===== config.mk =====
export PLATFORM = sky130hd
export DESIGN_NAME = accel_sample_buffer_control
export DESIGN_NICKNAME = d
export VERILOG_FILES = /design/src/verilog/sample_buffer_pkg.sv /design/src/verilog/accel_sample_buffer_control.sv
export SDC_FILE = /design/constraint.sdc
export NUM_CORES = 2
export LEC_CHECK = 0
export ABC_AREA = 1
export BUFFER_PORTS_ARGS = -buffer_cell sky130_fd_sc_hd__buf_2
export CORE_MARGIN = 2
export CORE_UTILIZATION = 35
export CTS_BUF_LIST = sky130_fd_sc_hd__clkbuf_8
export CTS_CLUSTER_DIAMETER = 80
export DETAILED_ROUTE_END_ITERATION = 12
export PLACE_DENSITY_LB_ADDON = 0.3
export SETUP_SLACK_MARGIN = 0.1
export SLEW_MARGIN = 30
export SYNTH_ARGS = -nofsm -noshare
export SYNTH_HDL_FRONTEND = slang
export SYNTH_SLANG_ARGS = --single-unit

===== constraint.sdc =====
create_clock -name clk_sys -period 136.9 [get_ports clk_sys]
set_clock_uncertainty 0.1 [all_clocks]
set_input_delay 20.535 -clock clk_sys [delete_from_list [all_inputs] [get_ports clk_sys]]
set_output_delay 20.535 -clock clk_sys [all_outputs]
set_load 0.01 [all_outputs]

===== src/verilog/sample_buffer_pkg.sv =====
// package for the acceleration sample buffer control block
// assumes one 125 MHz system clock and an 8-bit register port
package sample_buffer_pkg;

  // ****************************************
  // register map
  // ****************************************
  localparam logic [7:0] CFG_ADDR = 8'h26;
  localparam logic [7:0] CFG_RESET = 8'h00;
  localparam int READ_ORDER_BIT = 7;
  localparam int MODE_LSB = 5;
  localparam int GATE_BIT = 4;
  localparam int TRIG_WT_BIT = 3;
  localparam int TRIG_OT_BIT = 2;
  localparam int TRIG_OR_BIT = 0;

  // ****************************************
  // sizes
  // ****************************************
  localparam int DEPTH = 32;
  localparam int PTR_W = 5;
  localparam int CNT_W = 6;
  localparam int SAMPLE_W = 36;
  localparam int FIFO_DEPTH = 8;
  localparam logic [CNT_W-1:0] FULL_COUNT = 6'h20;

  typedef enum logic [1:0] {
    MODE_OFF = 2'b00,
    MODE_STREAM = 2'b01,
    MODE_STOP = 2'b10,
    MODE_TRIGGER = 2'b11
  } buf_mode_t;

  typedef struct packed {
    logic read_order;
    buf_mode_t mode;
    logic gate;
    logic trig_within_window_en;
    logic trig_outside_window_en;
    logic spare;
    logic trig_orientation_en;
  } cfg_t;

  typedef struct packed {
    logic [7:0] addr;
    logic [7:0] wdata;
    logic wr;
  } reg_req_t;

  typedef struct packed {
    logic [SAMPLE_W-1:0] data;
    logic valid;
  } sample_out_t;

  typedef struct packed {
    logic active;
    logic second_pin_function;
    logic sleeping;
    logic [7:0] sleep_delay_count;
    logic external_trigger_mode;
  } power_t;

endpackage


===== src/verilog/accel_sample_buffer_control.sv =====
// sample fifo and buffer control for the acceleration sample buffer
// assumes samples, triggers and power state are synchronous to clk_sys
`timescale 1ns/100ps

// ****************************************
// small elastic fifo in the sample path
// ****************************************
module sample_fifo #(
  parameter int WIDTH = 36,
  parameter int DEPTH = 8
) (
  // clock and reset
  input wire logic clk_sys,
  input wire logic sys_rst,
  // fill side
  input wire logic in_valid,
  output logic in_ready,
  input wire logic [WIDTH-1:0] in_data,
  // drain side
  output logic out_valid,
  input wire logic out_ready,
  output logic [WIDTH-1:0] out_data
);
  localparam int AW = $clog2(DEPTH);
  typedef struct packed {
    logic [DEPTH-1:0][WIDTH-1:0] mem;
    logic [AW-1:0] wp;
    logic [AW-1:0] rp;
    logic [AW:0] cnt;
  } fifo_state_t;
  fifo_state_t s_q, s_d;
  logic push, pop;

  assign in_ready = (s_q.cnt != (AW+1)'(DEPTH));
  assign out_valid = (s_q.cnt != '0);
  assign out_data = s_q.mem[s_q.rp];
  assign push = in_valid && in_ready;
  assign pop = out_valid && out_ready;

  always_comb begin
    s_d = s_q;
    if (push) begin
      s_d.mem[s_q.wp] = in_data;
      s_d.wp = s_q.wp + 1'b1;
    end
    if (pop) begin
      s_d.rp = s_q.rp + 1'b1;
    end
    s_d.cnt = s_q.cnt + (AW+1)'(push) - (AW+1)'(pop);
  end

  always_ff @(posedge clk_sys or posedge sys_rst) begin
    if (sys_rst) begin
      s_q <= '0;
    end else begin
      s_q <= s_d;
    end
  end
endmodule

// ****************************************
// buffer control top
// ****************************************
module accel_sample_buffer_control (
  // clock and reset
  input wire logic clk_sys,
  input wire logic sys_rst,
  // register port
  input wire sample_buffer_pkg::reg_req_t reg_req,
  output logic [7:0] reg_rdata,
  // incoming samples
  input wire logic sample_valid,
  output logic sample_ready,
  input wire logic [sample_buffer_pkg::SAMPLE_W-1:0] sample_data,
  // trigger events, one-cycle pulses
  input wire logic evt_within_window,
  input wire logic evt_outside_window,
  input wire logic evt_orientation,
  // power and sensor state
  input wire sample_buffer_pkg::power_t power,
  // host control
  input wire logic [5:0] watermark_level,
  input wire logic flush_req,
  input wire logic read_req,
  // read-out and status
  output sample_buffer_pkg::sample_out_t read_out,
  output logic [sample_buffer_pkg::CNT_W-1:0] stored_count,
  output logic overflow_flag,
  output logic gate_error,
  output logic [7:0] gate_drop_count
);
  import sample_buffer_pkg::*;

  typedef struct packed {
    cfg_t cfg;
    logic [DEPTH-1:0][SAMPLE_W-1:0] mem;
    logic [PTR_W-1:0] head;
    logic [CNT_W-1:0] count;
    logic triggered;
    logic [CNT_W-1:0] post_left;
    logic ovf;
    logic gated;
    logic gate_err;
    logic [7:0] drops;
    logic sleeping_prev;
    logic run_prev;
    sample_out_t rd;
  } state_t;
  state_t s_q, s_d;

  logic f_valid, f_ready;
  logic [SAMPLE_W-1:0] f_data;
  logic cfg_locked, gate_used, rate_change, run_start, trig_hit, flush;
  logic accept_ok, take, read_pop;
  logic [PTR_W-1:0] tail, wr_idx;
  logic [CNT_W-1:0] wm;

  sample_fifo #(
    .WIDTH(SAMPLE_W),
    .DEPTH(FIFO_DEPTH)
  ) u_fifo (
    .clk_sys(clk_sys),
    .sys_rst(sys_rst),
    .in_valid(sample_valid),
    .in_ready(sample_ready),
    .in_data(sample_data),
    .out_valid(f_valid),
    .out_ready(f_ready),
    .out_data(f_data)
  );

  // ****************************************
  // derived conditions
  // ****************************************
  assign cfg_locked = power.active || power.second_pin_function;
  assign gate_used = s_q.cfg.gate &&
      !(s_q.cfg.mode == MODE_TRIGGER && power.sleep_delay_count != 8'h00);
  assign rate_change = power.sleeping != s_q.sleeping_prev;
  assign run_start = (power.active || power.external_trigger_mode) && !s_q.run_prev;
  assign trig_hit = (evt_within_window && s_q.cfg.trig_within_window_en) ||
      (evt_outside_window && s_q.cfg.trig_outside_window_en) ||
      (evt_orientation && s_q.cfg.trig_orientation_en);
  assign flush = flush_req || run_start || (rate_change && !gate_used) ||
      (s_q.cfg.mode == MODE_OFF);
  assign wm = (watermark_level > FULL_COUNT) ? FULL_COUNT : watermark_level;
  assign tail = s_q.head + PTR_W'(s_q.count - 1'b1);
  assign read_pop = read_req && (s_q.count != '0) && !flush;
  // a pop holds the fifo head back so no sample is lost; a flush drops it
  assign f_ready = !read_pop;
  assign take = f_valid && !flush && !read_pop;

  always_comb begin
    accept_ok = 1'b0;
    unique case (s_q.cfg.mode)
      MODE_OFF: accept_ok = 1'b0;
      MODE_STREAM: accept_ok = 1'b1;
      MODE_STOP: accept_ok = (s_q.count != FULL_COUNT);
      MODE_TRIGGER: accept_ok = !s_q.triggered || (s_q.post_left != '0);
    endcase
  end

  assign wr_idx = s_q.head + PTR_W'(s_q.count);

  // ****************************************
  // next state
  // ****************************************
  always_comb begin
    s_d = s_q;
    s_d.sleeping_prev = power.sleeping;
    s_d.run_prev = power.active || power.external_trigger_mode;
    s_d.rd.valid = 1'b0;
    if (reg_req.wr && reg_req.addr == CFG_ADDR && !cfg_locked) begin
      s_d.cfg = cfg_t'(reg_req.wdata);
    end
    if (rate_change && gate_used && s_q.count != '0) begin
      s_d.gated = 1'b1;
    end
    if (s_q.cfg.mode == MODE_TRIGGER && !s_q.triggered && trig_hit) begin
      s_d.triggered = 1'b1;
      s_d.post_left = FULL_COUNT - wm;
    end
    if (flush) begin
      s_d.count = '0;
      s_d.head = '0;
      s_d.ovf = 1'b0;
      s_d.triggered = 1'b0;
      s_d.gated = 1'b0;
      s_d.gate_err = 1'b0;
      s_d.drops = '0;
    end else if (read_pop) begin
      s_d.rd.valid = 1'b1;
      if (s_q.cfg.read_order) begin
        s_d.rd.data = s_q.mem[tail];
      end else begin
        s_d.rd.data = s_q.mem[s_q.head];
        s_d.head = s_q.head + 1'b1;
      end
      s_d.count = s_q.count - 1'b1;
      if (s_q.count == CNT_W'(1)) begin
        s_d.ovf = 1'b0;
        s_d.triggered = 1'b0;
        s_d.gated = 1'b0;
        s_d.gate_err = 1'b0;
        s_d.drops = '0;
      end
    end else if (take) begin
      if (s_q.gated || (rate_change && gate_used && s_q.count != '0)) begin
        s_d.gate_err = 1'b1;
        if (s_q.drops != 8'hFF) begin
          s_d.drops = s_q.drops + 1'b1;
        end
      end else if (accept_ok) begin
        s_d.mem[wr_idx] = f_data;
        if (s_q.cfg.mode == MODE_TRIGGER && !s_q.triggered) begin
          if (s_q.count >= wm) begin
            s_d.head = s_q.head + 1'b1;
          end else begin
            s_d.count = s_q.count + 1'b1;
          end
        end else if (s_q.count == FULL_COUNT) begin
          s_d.head = s_q.head + 1'b1;
        end else begin
          s_d.count = s_q.count + 1'b1;
        end
        if (s_q.triggered) begin
          s_d.post_left = s_q.post_left - 1'b1;
          if (s_q.post_left == CNT_W'(1)) begin
            s_d.ovf = 1'b1;
          end
        end
      end
    end
  end

  always_ff @(posedge clk_sys or posedge sys_rst) begin
    if (sys_rst) begin
      s_q <= '0;
    end else begin
      s_q <= s_d;
    end
  end

  // ****************************************
  // outputs
  // ****************************************
  assign reg_rdata = (reg_req.addr == CFG_ADDR) ? s_q.cfg : 8'h00;
  assign read_out = s_q.rd;
  assign stored_count = s_q.count;
  assign overflow_flag = s_q.ovf;
  assign gate_error = s_q.gate_err;
  assign gate_drop_count = s_q.drops;
endmodule


# ---- Yosys cells after proc, flatten, opt, wreduce, memory -nomap -nowiden
# Index checks and enable logic that the tools add are counted.
dict set report classes {
  add_sub_neg 12
  n_mul 0
  div_mod_pow 0
  n_lt_le_gt_ge 9
  eq_ne 17
  shift 0
  muxes 48
  n_bitwise 3
  n_reduce_logical 56
}
# operator count
set op_table {}
lappend op_table {{1152-bit bitwise mux} 1}
lappend op_table {{36-bit binary-select mux with 5-bit select} 2}
lappend op_table {{288-bit bitwise mux} 1}
lappend op_table {{36-bit two-way mux} 6}
lappend op_table {{36-bit demux with 5-bit select} 1}
lappend op_table {{36-bit binary-select mux with 3-bit select} 1}
lappend op_table {{36-bit demux with 3-bit select} 1}
lappend op_table {{11-bit two-way mux} 7}
lappend op_table {{7-bit two-way mux} 5}
lappend op_table {{6-bit two-way mux} 5}
lappend op_table {{9-bit two-way mux} 3}
lappend op_table {{1-bit logical AND} 21}
lappend op_table {{5-bit by 6-bit less-than comparator with 1-bit output (second input constant)} 3}
lappend op_table {{3-bit nonzero test} 6}
lappend op_table {{8-bit two-way mux} 2}
lappend op_table {{5-bit two-way mux} 3}
lappend op_table {{6-bit by 1-bit == test with 1-bit output (second input constant)} 2}
lappend op_table {{12-bit two-way mux} 1}
lappend op_table {{4-bit != test (second input constant)} 3}
lappend op_table {{6-bit AND reduction} 2}
lappend op_table {{6-bit nonzero test} 2}
lappend op_table {{6-bit by 1-bit subtractor with 6-bit output (second input constant)} 2}
lappend op_table {{5-bit adder} 2}
lappend op_table {{5-bit AND reduction} 2}
lappend op_table {{other kinds (33)} 61}
dict set report word_totals {
  regBits 1526
  latch_bits 0
  mem_bits_rw 0
  romBits 0
  in_bits 79
  output_inout_bits 62
  wordCells 207
  n_memories 0
}

# ---- Depth between registers and ports, before layout
dict set report depth {
  ltp_word 15
  ltp_mapped 18
  depth_no_buf 15
}

# ---- Modules after synthesis
# A second synthesis with hierarchy kept.
dict set report hier_totals {
  cells_unflattened 13017
  area_unflattened_um2 91433.9
}
# mod instances cells_per_inst area_each_um2 seq_area_each_um2
set modules_own_cells {}
lappend modules_own_cells {accel_sample_buffer_control 1 10683 74716.7 30729.5}
lappend modules_own_cells {sample_fifo 1 2334 16717.3 7457.2}

# ---- Worst setup path before layout
# No wires, ideal clock.
dict set report synth_path {
  kind {input to output}
  from {input port reg_req[9] (netlist name)}
  to {output port reg_rdata[0]}
  t_arrival_ns 21.250
  required_time_ns 116.265
  slack_ns 95.015
  path_stages 3
  path_cell_list {nor4_1 > nand2_1 > nor2_1}
}
dict set report synth_via {
  elab_chain_len 2
}
# element line_no
set synth_rtl {}
lappend synth_rtl {{start, declared} accel_sample_buffer_control.sv:69} ;# input wire sample_buffer_pkg::reg_req_t reg_req,
lappend synth_rtl {{8-bit by 6-bit == test with 1-bit output} accel_sample_buffer_control.sv:246} ;# assign reg_rdata = (reg_req.addr == CFG_ADDR) ? s_q.cfg : 8'h00;
lappend synth_rtl {{8-bit two-way mux} accel_sample_buffer_control.sv:246}
lappend synth_rtl {{end, declared} accel_sample_buffer_control.sv:70} ;# output logic [7:0] reg_rdata,
# Every way passes these cells.

# ---- Final worst setup path
dict set report layout_path {
  from {input port reg_req[9] (netlist name)}
  to {output port reg_rdata[1]}
}
# The elaborated chain is that of the path after synthesis.

==> results.sh <==
export IMPL_status="finished clean"
export IMPL_nets=11800
export IMPL_fmax_ghz=0.0237
export IMPL_fin_crit_sh_pct=30.8
export IMPL_slew_limit_headroom_pct=26.5
export IMPL_drc=0
export IMPL_synth_top_cell_by_area="dfrtp_1"
export IMPL_first_iter_violations=11900
export IMPL_cts_setup_buffers=0
export IMPL_ant_nets=0
export IMPL_ir_drop_mv=0.0152
export IMPL_worst_setup_path_end_kind="output port"
export IMPL_initial_utilization_pct=35.2
export IMPL_utilization_pct=38.3
export IMPL_synthTopCellsByCount="nand2_1 (3526), nand3_1 (1696), o21ai_0 (1607), dfrtp_1 (1526), nor2_1 (1027)"
export IMPL_mappedNetlistNets=12200
export IMPL_die_area_sq_um=248000
export IMPL_area_growth_pct=8.85
export IMPL_numClockSinks=1526
export IMPL_start_kind="input port"
export IMPL_synth_cells=12100
export IMPL_rows=181
export IMPL_io_pins=141
export IMPL_setup_viol=0
export IMPL_synth_top_area_share_pct=44.7
export IMPL_synth_edf_count=0
export IMPL_synth_cell_type_count=38
export IMPL_cts_tree="done"
export IMPL_p_int_mw=0.791
export IMPL_leakagePower_nw=47.2
export IMPL_crit_fanout=8
export IMPL_antenna_found_initial=8
export IMPL_path_class="input port to output port"
export IMPL_hpwl_um=176000
export IMPL_via_per_inst=5.61
export IMPL_p_per_area_nw_per_um2=14.0
export IMPL_setup_tns_ns=0
export IMPL_h_tree_depth=5
export IMPL_rsz0062_at_grt="no"
export IMPL_gp_congestion=0.843
export IMPL_place_ws_ns=94.71
export IMPL_num_vias=84500
export IMPL_power_share_clock_pct=33.8
export IMPL_clockRootBuffer="clkbuf_8"
export IMPL_grt_overflow_total=0
export IMPL_synth_most_common_cell="nand2_1"
export IMPL_core_sq_um=243000
export IMPL_ys_async_sr_fraction_pct=100
export IMPL_grt_total_usage_pct=26.8
export IMPL_synth_seq_cells=1526
export IMPL_cts_hold_fix_buffers=0
export IMPL_synthTopCellsByArea="dfrtp_1 (45%), nand2_1 (15%), nand3_1 (9.9%)"
export IMPL_synth_area_sq_um=85500
export IMPL_die_w_um=498
export IMPL_routed_wl_um=342000
export IMPL_min_period_ns=42.21
export IMPL_fillCellCount=25700
export IMPL_grt_pass1_vias=79300
export IMPL_syn_avg_cell_area_sq_um=7.05
export IMPL_first_pass_iters=8
export IMPL_grt_pass1_wl_um=514000
export IMPL_drive_gt1_share_pct=7.08
export IMPL_switching_power_mw=0.507
export IMPL_ys_seq_area_share_pct=44.7
export IMPL_numCtsBuffers=291
export IMPL_ys_warn_count=0
export IMPL_avgRoutedWirePerCell_um=22.7
export IMPL_hold_path_class="flop to flop"
export IMPL_p_sw_share_pct=39.0
export IMPL_p_seq_share_pct=39.8
export IMPL_die_y_um=498
export IMPL_grt_max_degree=235
export IMPL_worst_slew_pin_slew_ns=1.10
export IMPL_worst_slack_ns=94.69
export IMPL_io_buffers=140
export IMPL_combinationalPowerShare_pct=26.4
export IMPL_synthFlopType="dfrtp_1"
export IMPL_clk_pin_slew_ns=0.05
export IMPL_cts_buffer_depth=4
export IMPL_cp_arrival_ns=21.58
export IMPL_slew_violations=0
export IMPL_cts_resized=0
export IMPL_timing_hold_violations_final=0
export IMPL_maxCapViolCount=0
export IMPL_clk_latency_ns=1.13
export IMPL_cp_required_ns=116.26
-- per-layer routing --
metal	GRT usage, %	part of all wire, %	vias to the layer above
met5	0	0.025	-
met4	10.4	4.1	12
met3	6.13	11	833
met2	40.5	43	4476
met1	37.2	42	40300
li1	-	-	38900
-- cell families (layout without fill, tap and decap cells) --
logic type                 after synthesis  in the layout  share of synthesized area, %
AOI/OAI and AO/OA                     2556           2556                          15.7
xor gates and xnor gates                36             36                         0.395
adders and majority gates               34             34                         0.524
buffers and inverters                 1608           1350                          7.85
DFF                                   1526           1526                          44.7
muxes                                    8              8                         0.105
other                                    0              7                             0
and+or+nand+nor                       6355           6355                          30.7
-- state kept, by name (all words and copies together) (netlist names) --
| register | count |
|---|---|
| gate_drop_count | 8 |
| overflow_flag | 1 |
| u_fifo.s_q | 298 |
| stored_count | 6 |
| read_out | 37 |
| gate_error | 1 |
| s_q | 1175 |
-- cells in the final DEF (no fill, tap or decap), types with 2 or more instances in the layout --
cell        synthesis  routed
a21oi_1           733     733
buf_12              0      15
buf_16              0       3
buf_2             250     140
buf_4              92     193
buf_6               2       4
clkbuf_8            0     354
clkinv_1            3       2
clkinv_2            0      15
clkinvlp_4          0       5
dfrtp_1          1526    1521
dfrtp_4             0       5
diode_2             0       7
fa_1                3       2
ha_1               31      30
inv_1             512     606
inv_4               0       5
inv_6               0       2
inv_8               0       5
mux2_2              8       8
nand2_1          3526    3525
nand2_2            33      32
nand2_4             0       2
nand3_1          1696    1695
nand3b_1           10      10
nand4_1            16      16
nor2_1           1027    1024
nor2_4              3      38
nor3_1              7       7
nor4_1              2       2
o211ai_1          137     137
o21ai_0          1607    1607
o21ai_1             2       2
o32ai_1            72      72
xnor2_1             8       6
xnor2_2             3       4
xor2_1             25      24
-- stage by stage --
stage / power [mW] / instances / hold slack (ns) / cell area (sq um)
final: 1.30 / 15100 / 0.367 / 93000
after global routing: 1.35 / 15100 / 0.379 / 93000
after CTS: 1.29 / 15100 / 0.372 / 92900
after detailed placement: 0.858 / 14600 / 0.358 / 87500
after global placement: 0.856 / 14600 / 0.354 / 87500
after floorplan: 0.728 / 12100 / 0.342 / 85500
-- final timing paths --
kind / startpoint / slack (ns) / cells past startpoint / end
setup / recovery: reg_req[9] / 94.69 / 5 / reg_rdata[1]
hold / removal: s_q[78]$_DFFE_PP0P_ / 0.37 / 2 / s_q[78]$_DFFE_PP0P_
setup reg to reg: stored_count[0]$_DFFE_PP0P_ / 130.69 / 15 / read_out[21]$_DFFE_PP0P_
hold reg to reg: s_q[78]$_DFFE_PP0P_ / 0.37 / 2 / s_q[78]$_DFFE_PP0P_
max in group asynchronous: sys_rst / 113.53 / 6 / s_q[70]$_DFFE_PP0P_
min in group asynchronous: sys_rst / 19.46 / 2 / s_q[885]$_DFFE_PP0P_
-- layout make-up --
class / count / area [sq um] / area share [%]
antenna: 7 / 17.5 / 0.0188
clock inverter: 120 / 493 / 0.530
multi-input combinational: 8989 / 40800 / 43.9
sequential: 1526 / 38200 / 41.1
inverter: 521 / 2010 / 2.16
tap: 3202 / 4010 / 4.31
clock buffer: 354 / 4870 / 5.24
timing repair buffer: 355 / 2580 / 2.77
-- worst max-delay path, stage by stage --
cell,delay (ns)
buf_2,0.11
nor4_1,0.36
nand2_1,0.26
nor2_1,0.15
buf_2,0.15
-- power by group through the flow --
stage | registers, mW | clock network, mW | logic (mW)
CTS | 0.516 | 0.444 | 0.335
global placement | 0.523 | 0 | 0.333
floorplan | 0.516 | 0 | 0.212
finish | 0.517 | 0.438 | 0.343
detailed placement | 0.524 | 0 | 0.334
global route | 0.522 | 0.464 | 0.367
(Power assumes the default switching activity.)
